[config.mk]
export PLATFORM = sky130hd
export DESIGN_NAME = doss_top
export DESIGN_NICKNAME = d
export VERILOG_FILES = /design/src/inc/doss_pkg.sv /design/src/verilog/doss_top.sv
export VERILOG_INCLUDE_DIRS = /design/src /design/src/inc
export SDC_FILE = /design/constraint.sdc
export NUM_CORES = 2
export LEC_CHECK = 0
export BUFFER_PORTS_ARGS = -buffer_cell sky130_fd_sc_hd__clkbuf_2
export CORE_MARGIN = 3
export CORE_UTILIZATION = 27
export CTS_CLUSTER_DIAMETER = 50
export CTS_CLUSTER_SIZE = 20
export DETAILED_ROUTE_END_ITERATION = 16
export RECOVER_POWER = 25
export SYNTH_ARGS = -nofsm -noshare
export SYNTH_HDL_FRONTEND = slang
export SYNTH_SLANG_ARGS = --single-unit
[constraint.sdc]
create_clock -name core_clk -period 16 [get_ports core_clk]
set_input_delay 3.2 -clock core_clk [delete_from_list [all_inputs] [get_ports core_clk]]
set_output_delay 3.2 -clock core_clk [all_outputs]
set_load 0.02 [all_outputs]
[src/inc/doss_consts.svh]
// offsets, field positions, reset values and trims for the output sum and sync block
`ifndef DOSS_CONSTS_SVH
`define DOSS_CONSTS_SVH
`define DOSS_AW          12
`define DOSS_A_CTRL      12'h000
`define DOSS_A_SUMSEL    12'h004
`define DOSS_A_SYNCSEL   12'h008
`define DOSS_A_CONST     12'h00c
`define DOSS_A_STATUS    12'h010
`define DOSS_A_FREQ      12'h020
`define DOSS_F_TWOS      0
`define DOSS_F_WMODE     1
`define DOSS_F_CONST_EN  3
`define DOSS_F_NCO_EN    4
`define DOSS_F_TRIM      8
`define DOSS_F_SYNC      12
`define DOSS_F_MIXSEL    4
`define DOSS_R_CTRL      32'h0000_0a00
`define DOSS_R_SUMSEL    8'h33
`define DOSS_R_SYNCSEL   8'hff
`define DOSS_TRIM_BIAS   11
`define DOSS_SRC_AUTO    0
`define DOSS_SRC_REG     1
`define DOSS_SRC_SYSREF  2
`define DOSS_SRC_ILA     3
`define DOSS_RESP_OK     2'b00
`define DOSS_RESP_SLV    2'b10
`endif

[src/inc/doss_pkg.sv]
// types shared by the output sum and sync block
package doss_pkg;
    typedef struct packed {
        logic [15:0] i;
        logic [15:0] q;
    } doss_iq_t;
    typedef enum logic [1:0] {
        DOSS_W16 = 2'b00,
        DOSS_W14 = 2'b01,
        DOSS_W12 = 2'b10
    } doss_width_t;
endpackage

[src/verilog/doss_top.sv]
// upconverter paths, output summation and sync sources behind an axi4-lite slave
// Functional notes
// - samples are offset binary or two's complement, chosen by a control bit
// - samples are 16-bit msb aligned; 14-bit mode drops 4 lsbs, 12-bit drops 2
// - format conversion only inverts the msb, all other bits kept
// - two's complement full scale 7fff/8000; offset binary zero is 8000
// - coarse trim output is twice the difference of the 4-bit trim field and 11
// - each path output passes an inverse sinc filter before summation
// - each channel sum adds up to four selectable paths, own and neighbor
// - sum inputs are 16 bits, result rounded back to 16 bits without overflow
// - with n paths added, output takes bits [15+n:n], low n bits round
// - a completed write to a frequency high word makes an auto sync pulse
// - writing the register sync bit as one makes a register sync pulse
// - sysref captured on the core clock is a selectable sync source
// - lane alignment completion gives exactly one selectable sync pulse
// - all four paths carry identical sync logic
// - oscillator accumulates 48-bit word, adds 16-bit phase to upper 16 bits
//
// Chosen here: the AXI4-Lite interface to the registers and the address map.
`timescale 1ns/10ps
`include "doss_consts.svh"
module doss_top #(
    parameter int NPATH = 4
) (
    input  wire logic                        core_clk,      // 40 mhz sample clock
    input  wire logic                        sys_rst,       // sync reset, active high
    input  wire logic                        ce,            // clock enable, freezes all
    input  wire doss_pkg::doss_iq_t [NPATH-1:0] link_iq,   // samples from link receiver
    input  wire logic                        ila_done,      // lane alignment done level
    input  wire logic                        sysref_pin,    // asynchronous sysref
    input  wire logic [11:0]                 s_axi_awaddr,  // write address
    input  wire logic                        s_axi_awvalid, // write address valid
    output logic                             s_axi_awready, // write address ready
    input  wire logic [31:0]                 s_axi_wdata,   // write data
    input  wire logic [3:0]                  s_axi_wstrb,   // byte enables
    input  wire logic                        s_axi_wvalid,  // write data valid
    output logic                             s_axi_wready,  // write data ready
    output logic [1:0]                       s_axi_bresp,   // write response
    output logic                             s_axi_bvalid,  // write response valid
    input  wire logic                        s_axi_bready,  // write response ready
    input  wire logic [11:0]                 s_axi_araddr,  // read address
    input  wire logic                        s_axi_arvalid, // read address valid
    output logic                             s_axi_arready, // read address ready
    output logic [31:0]                      s_axi_rdata,   // read data
    output logic [1:0]                       s_axi_rresp,   // read response
    output logic                             s_axi_rvalid,  // read data valid
    input  wire logic                        s_axi_rready,  // read data ready
    output logic [1:0][15:0]                 ch_out,        // two channel sums
    output logic signed [5:0]                coarse_trim    // coarse trim current, ma
);

    ////////////////////////////////////////////////////////////////////////////////
    // helpers

    // saturate a wide signed value into 16 bits
    function automatic logic [15:0] sat16(input logic signed [21:0] v);
        if (v > 22'sd32767) return 16'h7fff;
        if (v < -22'sd32768) return 16'h8000;
        return v[15:0];
    endfunction

    // negate with the most negative code clamped
    function automatic logic [15:0] neg16(input logic [15:0] v);
        return (v == 16'h8000) ? 16'h7fff : 16'(-v);
    endfunction

    // merge a write word into a register under byte enables
    function automatic logic [31:0] wmerge(input logic [31:0] o, input logic [31:0] n,
                                           input logic [3:0] s);
        logic [31:0] r;
        r = o;
        for (int b = 0; b < 4; b++) begin
            if (s[b]) r[8*b +: 8] = n[8*b +: 8];
        end
        return r;
    endfunction

    // frequency window decode, used by read and write
    function automatic logic freq_hit(input logic [11:0] a);
        return (a >= `DOSS_A_FREQ) && (a < 12'(`DOSS_A_FREQ + 8 * NPATH));
    endfunction

    ////////////////////////////////////////////////////////////////////////////////
    // registers and bus state

    logic [31:0]               ctrl;
    logic [7:0]                sum_sel;
    logic [7:0]                sync_sel;
    logic [15:0]               const_val;
    logic [2*NPATH-1:0][31:0]  freq_reg;     // even: word low, odd: word high and phase
    logic                      aw_held;
    logic                      w_held;
    logic [11:0]               wa;
    logic [31:0]               wd;
    logic [3:0]                ws;
    logic                      reg_pulse;
    logic                      auto_pulse;
    logic                      sr1;
    logic                      sr2;
    logic                      sr3;
    logic                      ila_d;
    logic [NPATH-1:0][15:0]    fir_out;

    // write channel decode
    wire        aw_take   = s_axi_awvalid & s_axi_awready;
    wire        w_take    = s_axi_wvalid & s_axi_wready;
    wire        do_wr     = aw_held & w_held & ~s_axi_bvalid;
    wire        next_awh  = (aw_held | aw_take) & ~do_wr;
    wire        next_wh   = (w_held | w_take) & ~do_wr;
    wire [11:0] wa_word   = {wa[11:2], 2'b00};
    wire        wr_fhit   = freq_hit(wa_word);
    wire [2:0]  wr_idx    = 3'(wa_word[5:2]);
    wire        wr_map    = wr_fhit || wa_word <= `DOSS_A_STATUS;
    wire        wr_ctrl   = do_wr && wa_word == `DOSS_A_CTRL;
    wire [31:0] ctrl_new  = wmerge(ctrl, wd, ws);

    // read channel decode; unmapped reads answer zero with a slave error
    wire        ar_take   = s_axi_arvalid & s_axi_arready;
    wire [11:0] ra        = {s_axi_araddr[11:2], 2'b00};
    wire        rd_fhit   = freq_hit(ra);
    wire [2:0]  rd_idx    = 3'(ra[5:2]);
    wire [2:0]  sel_cnt;
    wire [31:0] status    = {2'b00, coarse_trim, 5'h00, sel_cnt, ch_out[0]};
    wire        rd_map    = rd_fhit || ra <= `DOSS_A_STATUS;
    wire [31:0] rd_mux    = rd_fhit ? freq_reg[rd_idx] :
                            ra == `DOSS_A_CTRL    ? ctrl :
                            ra == `DOSS_A_SUMSEL  ? {24'h0, sum_sel} :
                            ra == `DOSS_A_SYNCSEL ? {24'h0, sync_sel} :
                            ra == `DOSS_A_CONST   ? {16'h0, const_val} :
                            ra == `DOSS_A_STATUS  ? status : 32'h0;

    // axi write handshake; address and data taken in either order
    always_ff @(posedge core_clk) begin
        if (sys_rst) begin
            aw_held       <= 1'b0;
            w_held        <= 1'b0;
            s_axi_awready <= 1'b0;
            s_axi_wready  <= 1'b0;
            s_axi_bvalid  <= 1'b0;
            s_axi_bresp   <= `DOSS_RESP_OK;
        end else if (ce) begin
            aw_held       <= next_awh;
            w_held        <= next_wh;
            s_axi_awready <= ~next_awh;
            s_axi_wready  <= ~next_wh;
            if (do_wr) begin
                s_axi_bvalid <= 1'b1;
                s_axi_bresp  <= wr_map ? `DOSS_RESP_OK : `DOSS_RESP_SLV;
            end else if (s_axi_bready) begin
                s_axi_bvalid <= 1'b0;
            end
        end
    end

    // capture address and data words as they are taken
    always_ff @(posedge core_clk) begin
        if (sys_rst) begin
            wa <= 12'h000;
            wd <= 32'h0;
            ws <= 4'h0;
        end else if (ce) begin
            if (aw_take) wa <= s_axi_awaddr;
            if (w_take) wd <= s_axi_wdata;
            if (w_take) ws <= s_axi_wstrb;
        end
    end

    // axi read handshake; one read outstanding, arready drops until rdata is taken
    always_ff @(posedge core_clk) begin
        if (sys_rst) begin
            s_axi_arready <= 1'b0;
            s_axi_rvalid  <= 1'b0;
            s_axi_rdata   <= 32'h0;
            s_axi_rresp   <= `DOSS_RESP_OK;
        end else if (ce) begin
            s_axi_arready <= ~(ar_take | (s_axi_rvalid & ~s_axi_rready));
            if (ar_take) begin
                s_axi_rvalid <= 1'b1;
                s_axi_rdata  <= rd_mux;
                s_axi_rresp  <= rd_map ? `DOSS_RESP_OK : `DOSS_RESP_SLV;
            end else if (s_axi_rready) begin
                s_axi_rvalid <= 1'b0;
            end
        end
    end

    // control registers; the sync bit never stores, it only fires a pulse
    always_ff @(posedge core_clk) begin
        if (sys_rst) begin
            ctrl      <= `DOSS_R_CTRL;
            sum_sel   <= `DOSS_R_SUMSEL;
            sync_sel  <= `DOSS_R_SYNCSEL;
            const_val <= 16'h0000;
            freq_reg  <= '0;
        end else if (ce && do_wr) begin
            if (wa_word == `DOSS_A_CTRL) ctrl <= ctrl_new & ~(32'h1 << `DOSS_F_SYNC);
            if (wa_word == `DOSS_A_SUMSEL) sum_sel <= 8'(wmerge(32'(sum_sel), wd,
                ws));
            if (wa_word == `DOSS_A_SYNCSEL) sync_sel <= 8'(wmerge(32'(sync_sel), wd,
                ws));
            if (wa_word == `DOSS_A_CONST) const_val <= 16'(wmerge(32'(const_val), wd,
                ws));
            if (wr_fhit) freq_reg[wr_idx] <= wmerge(freq_reg[wr_idx], wd, ws);
        end
    end

    ////////////////////////////////////////////////////////////////////////////////
    // sync sources

    // sysref is asynchronous: sr1 feeds only sr2, edge found on sr2/sr3
    always_ff @(posedge core_clk) begin
        if (sys_rst) begin
            sr1        <= 1'b0;
            sr2        <= 1'b0;
            sr3        <= 1'b0;
            ila_d      <= 1'b0;
            reg_pulse  <= 1'b0;
            auto_pulse <= 1'b0;
        end else if (ce) begin
            sr1        <= sysref_pin;
            sr2        <= sr1;
            sr3        <= sr2;
            ila_d      <= ila_done;
            reg_pulse  <= wr_ctrl && ctrl_new[`DOSS_F_SYNC];
            auto_pulse <= do_wr && wr_fhit && wa_word[2];
        end
    end

    // one pulse per rising lane-alignment level, however long it stays high
    wire       ev_ila   = ila_done & ~ila_d;
    wire       ev_sys   = sr2 & ~sr3;
    wire [3:0] ev       = {ev_ila, ev_sys, reg_pulse, auto_pulse};
    wire       osc_sync = |(ev & sync_sel[3:0]);
    wire       mix_sync = |(ev & sync_sel[`DOSS_F_MIXSEL +: 4]);

    ////////////////////////////////////////////////////////////////////////////////
    // upconverter paths, identical per path

    wire                 twos   = ctrl[`DOSS_F_TWOS];
    wire                 nco_en = ctrl[`DOSS_F_NCO_EN];
    wire [1:0]           wm_raw = ctrl[`DOSS_F_WMODE +: 2];
    doss_pkg::doss_width_t wm;
    assign wm = doss_pkg::doss_width_t'(wm_raw);
    wire [15:0]          wmask  = (wm == doss_pkg::DOSS_W14) ? 16'hfff0 :
                                  (wm == doss_pkg::DOSS_W12) ? 16'hfffc : 16'hffff;

    genvar p;
    generate
        for (p = 0; p < NPATH; p++) begin : g_path
            logic [47:0] acc;
            logic [1:0]  mseq;
            logic [15:0] mx;
            logic [15:0] d1;
            logic [15:0] d2;
            wire doss_pkg::doss_iq_t src = ctrl[`DOSS_F_CONST_EN] ? {const_val, const_val}
                                                                   : link_iq[p];
            // offset binary becomes two's complement by flipping the msb alone
            wire [15:0] ti = twos ? src.i : {~src.i[15], src.i[14:0]};
            wire [15:0] tq = twos ? src.q : {~src.q[15], src.q[14:0]};
            wire [15:0] mi = ti & wmask;
            wire [15:0] mq = tq & wmask;
            wire [15:0] ph = acc[47:32] + freq_reg[2*p+1][31:16];
            wire [1:0]  qd = nco_en ? ph[15:14] : mseq;
            // cos and sin only take 1, 0 or -1 at the quadrant points
            wire [15:0] mix_v = (qd == 2'd0) ? mi : (qd == 2'd1) ? neg16(mq) :
                                (qd == 2'd2) ? neg16(mi) : mq;
            wire signed [21:0] fir_acc = 22'sd18 * $signed(d1) - $signed(mx)
                                         - $signed(d2) + 22'sd8;
            // accumulator restarts on osc_sync, mixer sequence on mix_sync, each by its own select
            always_ff @(posedge core_clk) begin
                if (sys_rst) begin
                    acc  <= 48'h0;
                    mseq <= 2'b00;
                end else if (ce) begin
                    acc  <= osc_sync ? 48'h0 :
                            acc + {freq_reg[2*p+1][15:0], freq_reg[2*p]};
                    mseq <= mix_sync ? 2'b00 : 2'(mseq + 2'd1);
                end
            end
            // three-tap droop compensation, unity gain at dc
            always_ff @(posedge core_clk) begin
                if (sys_rst) begin
                    mx         <= 16'h0;
                    d1         <= 16'h0;
                    d2         <= 16'h0;
                    fir_out[p] <= 16'h0;
                end else if (ce) begin
                    mx         <= mix_v;
                    d1         <= mx;
                    d2         <= d1;
                    fir_out[p] <= sat16(fir_acc >>> 4);
                end
            end
        end
    endgenerate

    ////////////////////////////////////////////////////////////////////////////////
    // channel summation; channel c owns paths 2c and 2c+1

    genvar c;
    generate
        for (c = 0; c < 2; c++) begin : g_sum
            // select order: own first, own second, neighbor first, neighbor second
            wire [3:0] sel = sum_sel[4*c +: 4];
            wire signed [21:0] a0 = sel[0] ? 22'($signed(fir_out[2*c]))     : 22'sd0;
            wire signed [21:0] a1 = sel[1] ? 22'($signed(fir_out[2*c+1]))   : 22'sd0;
            wire signed [21:0] a2 = sel[2] ? 22'($signed(fir_out[2-2*c]))   : 22'sd0;
            wire signed [21:0] a3 = sel[3] ? 22'($signed(fir_out[3-2*c]))   : 22'sd0;
            wire [2:0]  n = 3'(sel[0]) + 3'(sel[1]) + 3'(sel[2]) + 3'(sel[3]);
            wire signed [21:0] sum  = a0 + a1 + a2 + a3;
            wire signed [21:0] half = (n == 3'd0) ? 22'sd0 : 22'sd1 <<< (n - 3'd1);
            wire signed [21:0] rnd  = (sum + half) >>> n;
            always_ff @(posedge core_clk) begin
                if (sys_rst) ch_out[c] <= 16'h0;
                else if (ce) ch_out[c] <= sat16(rnd);
            end
        end
    endgenerate
    assign sel_cnt = g_sum[0].n;

    // full-scale trim: 2 * (field - 11) ma on top of the bias current
    always_ff @(posedge core_clk) begin
        if (sys_rst) coarse_trim <= 6'sd0;
        else if (ce) coarse_trim <= 6'(2 * ({2'b00, ctrl[`DOSS_F_TRIM +: 4]} - 6'd11));
    end
endmodule // doss_top

# Word level (Yosys, flattened, before mapping)
# Index checks and enable logic that the tools add are counted.
[word_totals] regBits=909 inputBits=198 out_inout_bits=79 wordCells=399
[classes] add_sub_neg=49 mul=4 magnitude_cmp=21 n_eq_ne=25 shifts=4 n_mux=158 n_bitwise=39 reduce_logical=37
[op_table] operator="two-way mux 16 bit" count=52
[op_table] operator="two-way mux 32 bit" count=9
[op_table] operator="bitwise mux 256 bit" count=1
[op_table] operator="two-way mux 22 bit" count=10
[op_table] operator="adder 48 bit" count=4
[op_table] operator="binary-select mux 32 bit (select 3 bit)" count=2
[op_table] operator="two-way mux 48 bit" count=4
[op_table] operator="adder 22 bit" count=8
[op_table] operator="subtractor 22 x 16 -> 22 bit" count=8
[op_table] operator="bitwise AND 16 bit" count=8
[op_table] operator="equality test 16 bit, second input constant" count=8
[op_table] operator="two-way mux 8 bit" count=16
[op_table] operator="negation 16 bit" count=8
[op_table] operator="two-way mux 30 bit" count=4
[op_table] operator="demux 32 bit (select 3 bit)" count=1
[op_table] operator="adder 22 x 5 -> 22 bit, second input constant" count=4
[op_table] operator="multiplier 5 x 16 -> 21 bit, first input constant" count=4
[op_table] operator="greater-than comparator 18 x 16 -> 1 bit, second input constant" count=4
[op_table] operator="< comparator 18 x 16 -> 1 bit, second input constant" count=4
[op_table] operator="adder 16 bit" count=4
[op_table] operator="two-way mux 1 bit" count=46
[op_table] operator="greater-than comparator 22 x 16 -> 1 bit, second input constant" count=2
[op_table] operator="< comparator 22 x 16 -> 1 bit, second input constant" count=2
[op_table] operator="<<< shifter 2 x 3 -> 22 bit, first input constant" count=2
[op_table] operator="other kinds (33)" count=122

# Depth between registers and ports, before layout
[logic_depth] word_depth=17 depth_mapped=28 mapped_depth_nobuf=26

# Least setup slack after synthesis
# Ideal clock, no wire load.
[synth_timing] path_type="flip-flop to flip-flop" start="register sum_sel[4]" end="register ch_out[22] (netlist name)" setup_ns=0.115 arrival_time_ns=6.218 required_ns=15.885 setup_slack_ns=9.668 path_stages_with_launch=26 path_buffers=4 period_less_slack_ns=6.332 path_cell_list="dfxtp_1 > clkbuf_1 > inv_1 > fa_1 > inv_1 > ha_1 > ha_1 > clkbuf_1 > inv_1 > clkbuf_1 > ha_1 > or3_1 > fa_1 > inv_1 > ha_1 > o21ai_0 > a2bb2oi_1 > nand3_1 > a221o_1 > and3_1 > nor3_2 > o21ai_0 > a2111oi_0 > o21ai_1 > clkbuf_1 > o21a_1"
[synth_between] elab_chain_len=15 word_cells_on_any_way=25 classes_between="8 x add/sub; 2 x order compare; 2 x shift; 12 x mux; 1 x reduce/logical"
[synth_lines] item="start: declaration" line_no="doss_top.sv:87" rtl="logic [7:0] sum_sel;"
[synth_lines] item="start signal: assignment" line_no="doss_top.sv:191" rtl="sum_sel <= `DOSS_R_SUMSEL;"
[synth_lines] item="start signal: assignment" line_no="doss_top.sv:197" rtl="if (wa_word == `DOSS_A_SUMSEL) sum_sel <= 8'(wmerge(32'(sum_sel), wd,"
[synth_lines] item="parallel branches: the longest is 7 deep, another holds adder 22 bit"
[synth_lines] item=">>> shifter 22 x 3 -> 22 bit *" line_no="doss_top.sv:312" rtl="wire signed [21:0] rnd = (sum + half) >>> n;"
[synth_lines] item="< comparator 22 x 16 -> 1 bit" line_no="doss_top.sv:58" rtl="if (v < -22'sd32768) return 16'h8000;"
[synth_lines] item="two-way mux 1 bit (2 in a row)" line_no="doss_top.sv:58"
[synth_lines] item="two-way mux 1 bit" line_no="doss_top.sv:315" rtl="else if (ce) ch_out[c] <= sat16(rnd);"
[synth_lines] item="two-way mux 1 bit" line_no="doss_top.sv:314" rtl="if (sys_rst) ch_out[c] <= 16'h0;"
[synth_lines] item="two-way mux 16 bit" line_no="doss_top.sv:59" rtl="return v[15:0];"
[synth_lines] item="two-way mux 16 bit *" line_no="doss_top.sv:58"
[synth_lines] item="end signal: indexed assignment" line_no="doss_top.sv:315"
[synth_lines] item="end: declaration" line_no="doss_top.sv:48" rtl="output logic [1:0][15:0] ch_out,"
# Mark *: on every way between the ends. The select of a mux whose other input is x is not followed.
# A chain may end at the register's enable or synchronous reset.

==> out/qor.csv <==
stage,metric,value,unit
route,wl_per_cell,21.6,um
power,p_comb_frac,0.332,
cells_and_area,syn_to_final_growth,11.8,%
die,pin_count,277,
synthesis,synthCells,8391,
global_route,grt.total_usage,0.189,
worst_setup_path,required,16.70,ns
worst_setup_path,crit_type,input pin to flip-flop,
synthesis,synth_edf_count,0,
timing,setup_viol,0,
power,power_leakage,31.9,nW
cells_and_area,drive_gt1_frac,0.0825,
job,maxCapViolCount,12,
synthesis,synth_ff_type,dfxtp_1,
timing,slew_viol_final,657,
timing,setup_tns,0,ns
route,vias_per_cell,5.31,
synthesis,synthAdderAreaFrac,0.159,
worst_hold_path,hold_start,ctrl[27],
place,hpwlAfterDp,196000,um
cts,hold_buffers,0,
power,p_int,0.00471,W
worst_setup_path,cp_slowest_cell,clkinvlp_2,
die,fp.dieH,508,um
power,p_per_area,100,nW/um2
synthesis,synth_top_family_by_area,compound AO/OA/AOI/OAI gates,
route,firstDrtPassIters,9,
cts,clock_sinks,905,
timing,timing.final.crit_share,0.733,
synthesis,synth_area,68100,um2
die,initial_core_util,0.273,
worst_setup_path,timing.rr.end,ch_out[22],
timing,finalHoldViolCount,0,
synthesis,async_flop_share,0,
worst_setup_path,r2r_cells,23,
die,core_area,250000,um2
cts,clk_latency,0.79,ns
power,switchingPower,0.00291,W
worst_setup_path,regToRegSetupSlack,8.37,ns
worst_setup_path,end_kind,flip-flop,
cells_and_area,final_cells,11800,
cts,htreeDepth,3,
worst_setup_path,path_cells,"clkbuf_1, clkinvlp_2, a221o_1, a221oi_4, clkbuf_1, inv_1, nor2_2, buf_4, and4b_1, a31oi_1, a22oi_1",
timing,worst_hold_slack,0.455,ns
die,rows,183,
cts,cts_buffer_depth,3,
die,fp.dieW,508,um
cts,numCtsBuffers,103,
cts,cts_resized,0,
synthesis,ys_types,105,
power,peakVddDrop,0.0870,mV
power,total_power,0.00762,W
synthesis,syn_area_per_cell,8.12,um2
synthesis,yosysTopAreaCellShare,0.266,
cts,tritoncts,yes,
synthesis,ys_ff_latch,905,
worst_hold_path,min_to,ctrl[27],
worst_setup_path,worstPathArrival,12.42,ns
timing,worst_clock_skew,0.0993,ns
run_status,status,"finished, violations left",
synthesis,yosys.area_share.simple,0.181,
route,drc,0,
worst_hold_path,worstHoldPathCells,2,
synthesis,synth_compound_area_frac,0.221,
cts,post-cts-setup-buffers,0,
route,drtAntennaViolNets,0,
worst_setup_path,crit_path_max_incr_delay,3.28,ns
cells_and_area,final.fill_count,26700,
place,portBuffers,269,
route,routed-via-count,62700,
power,clkPwrFrac,0.334,
worst_setup_path,r2r_start,sum_sel[7],
cells_and_area,largest_reg_flops,256,
synthesis,ys_warn_count,0,
die,dieArea,258000,um2
global_route,grt_pass1_wl,375000,um
timing,worstMarginPinSlew,5.76,ns
synthesis,synth_xor_area_frac,0.0474,
synthesis,synthTopCellsByArea,"dfxtp_1 (27%), ha_1 (11%), a21oi_1 (6.4%), nor2_1 (6.2%), fa_1 (4.8%)",
place,gp_congestion,0.984,
power,p_sw_frac,0.382,
synthesis,synth_top_cell_by_area,dfxtp_1,
cts,cts-root-buf,clkbuf_16,
worst_hold_path,hold_class,flip-flop to flip-flop,
route,wl,255000,um
global_route,grt_max_degree,179,
worst_setup_path,crit_fanout,74,
cts,clkTransAtPathRegs,0.07,ns
timing,slew_headroom,-2.84,
run_status,violations,"capacitance limit, slew limit",
power,pwr-share-seq,0.334,
cells_and_area,fin_nets,9344,
global_route,antenna_found_initial,17,
place,place_inst,11600,
timing,min_period,11.72,ns
synthesis,synthMuxAreaShare,0.0803,
timing,max_freq,85.3,MHz
synthesis,ys_seq_area_frac,0.266,
route,drtIter0Drc,6210,
worst_setup_path,startpoint_type,input pin,
global_route,grt_pass1_vias,57600,
timing,rsz0062_at_grt,false,
worst_setup_path,crit_path_frequent_cell,clkbuf_1,
global_route,grt.overflow.total,0,
==> metal layers <==
metal	routed length, um	track usage	up-vias
met5	111	0	-
met4	17700	0.113	16
met3	17200	0.0274	515
li1	-	-	30000
met1	106000	0.243	30000
met2	114000	0.300	2176
==> cell usage in the layout, fill, tap and decap left out, types with 50 or more instances in the layout <==
master     count
clkbuf_1      84
xnor2_1      231
nor2_1      1118
a21o_1       192
o21a_1        63
clkbuf_2     195
and3_1        63
xor2_1       138
ha_1         602
a31oi_1       67
nand2_1      841
o211ai_1      50
a21oi_1      864
nor3_1       179
inv_1        335
mux2i_1      251
nor2b_1       81
and2_1       163
fa_1         164
o21bai_1      53
buf_4         69
nand3_1      124
nand2b_1      54
a22oi_1      115
o21ai_0      360
a211oi_1     145
clkbuf_16    103
dfxtp_1      901
mux4_2       112
==> kinds of logic (layout without fill, tap and decap cells) <==
| group | Yosys count | after routing |
|---|---|---|
| xor+xnor | 369 | 369 |
| compound gates | 2342 | 2342 |
| mux | 402 | 402 |
| fa+ha+maj | 766 | 766 |
| buf+inv | 806 | 881 |
| flops | 905 | 905 |
| simple gates | 2800 | 2800 |
| other cells | 1 | 11 |
==> worst max-delay path: cells and delay by family <==
kind / cells / cell delay [ns]
AND/OR/NAND/NOR: 2 / 1.06
AO/OA/AOI/OAI: 4 / 1.65
buffers and inverters: 5 / 6.44
==> power groups by stage <==
| stage | registers [W] | clock network [W] | logic (W) |
|---|---|---|---|
| final | 0.00254 | 0.00255 | 0.00253 |
| after global routing | 0.00255 | 0.00267 | 0.00283 |
| after CTS | 0.00254 | 0.00259 | 0.00254 |
| after detailed placement | 0.00259 | 0 | 0.00252 |
| after global placement | 0.00259 | 0 | 0.00252 |
| after floorplan | 0.00253 | 0 | 0.00183 |
==> through the flow <==
step | setup WS, ns | instance area [um2] | util
2_1_floorplan | 9.67 | 68100 | -
3_3_place_gp | 8.17 | 72600 | 0.291
3_5_place_dp | 8.16 | 72600 | 0.291
4_1_cts | 8.47 | 76300 | 0.306
5_1_grt | 3.94 | 76200 | 0.305
6_report | 4.28 | 76200 | 0.305
==> final cells by class <==
cell class                      instances  area, um2  area share
Antenna cell                            8       20.0    0.000263
Clock buffer                          114       2710      0.0356
Clock inverter                         79        976      0.0128
Inverter                              338       1270      0.0167
Multi-Input combinational cell       6682      47000       0.617
Sequential cell                       905      18100       0.238
Tap cell                             3330       4170      0.0547
Timing Repair Buffer                  350       1870      0.0245
==> how the worst max path moves through the flow <==
stage | cells past startpoint | to | from
4_1_cts | 23 | ch_out[22] | sum_sel[7]
6_report | 11 | g_path[2].acc[47] | ce
2_1_floorplan | 25 | ch_out[22] | sum_sel[4]
3_5_place_dp | 8 | g_path[0].mx[15] | ce
5_1_grt | 11 | g_path[2].acc[47] | ce
3_3_place_gp | 8 | g_path[0].mx[15] | ce
==> cells in the mapped netlist (all sizes together), types with 125 or more instances <==
master and count:
a211oi 154, a21o 192, a21oi 867, and2 165, clkbuf 376, dfxtp 905, fa 164, ha 602
inv 337, mux2i 252, nand2 843, nand3 125, nor2 1124, nor3 184, o21ai 379, xnor2 231
xor2 138
(Power assumes the default switching activity.)
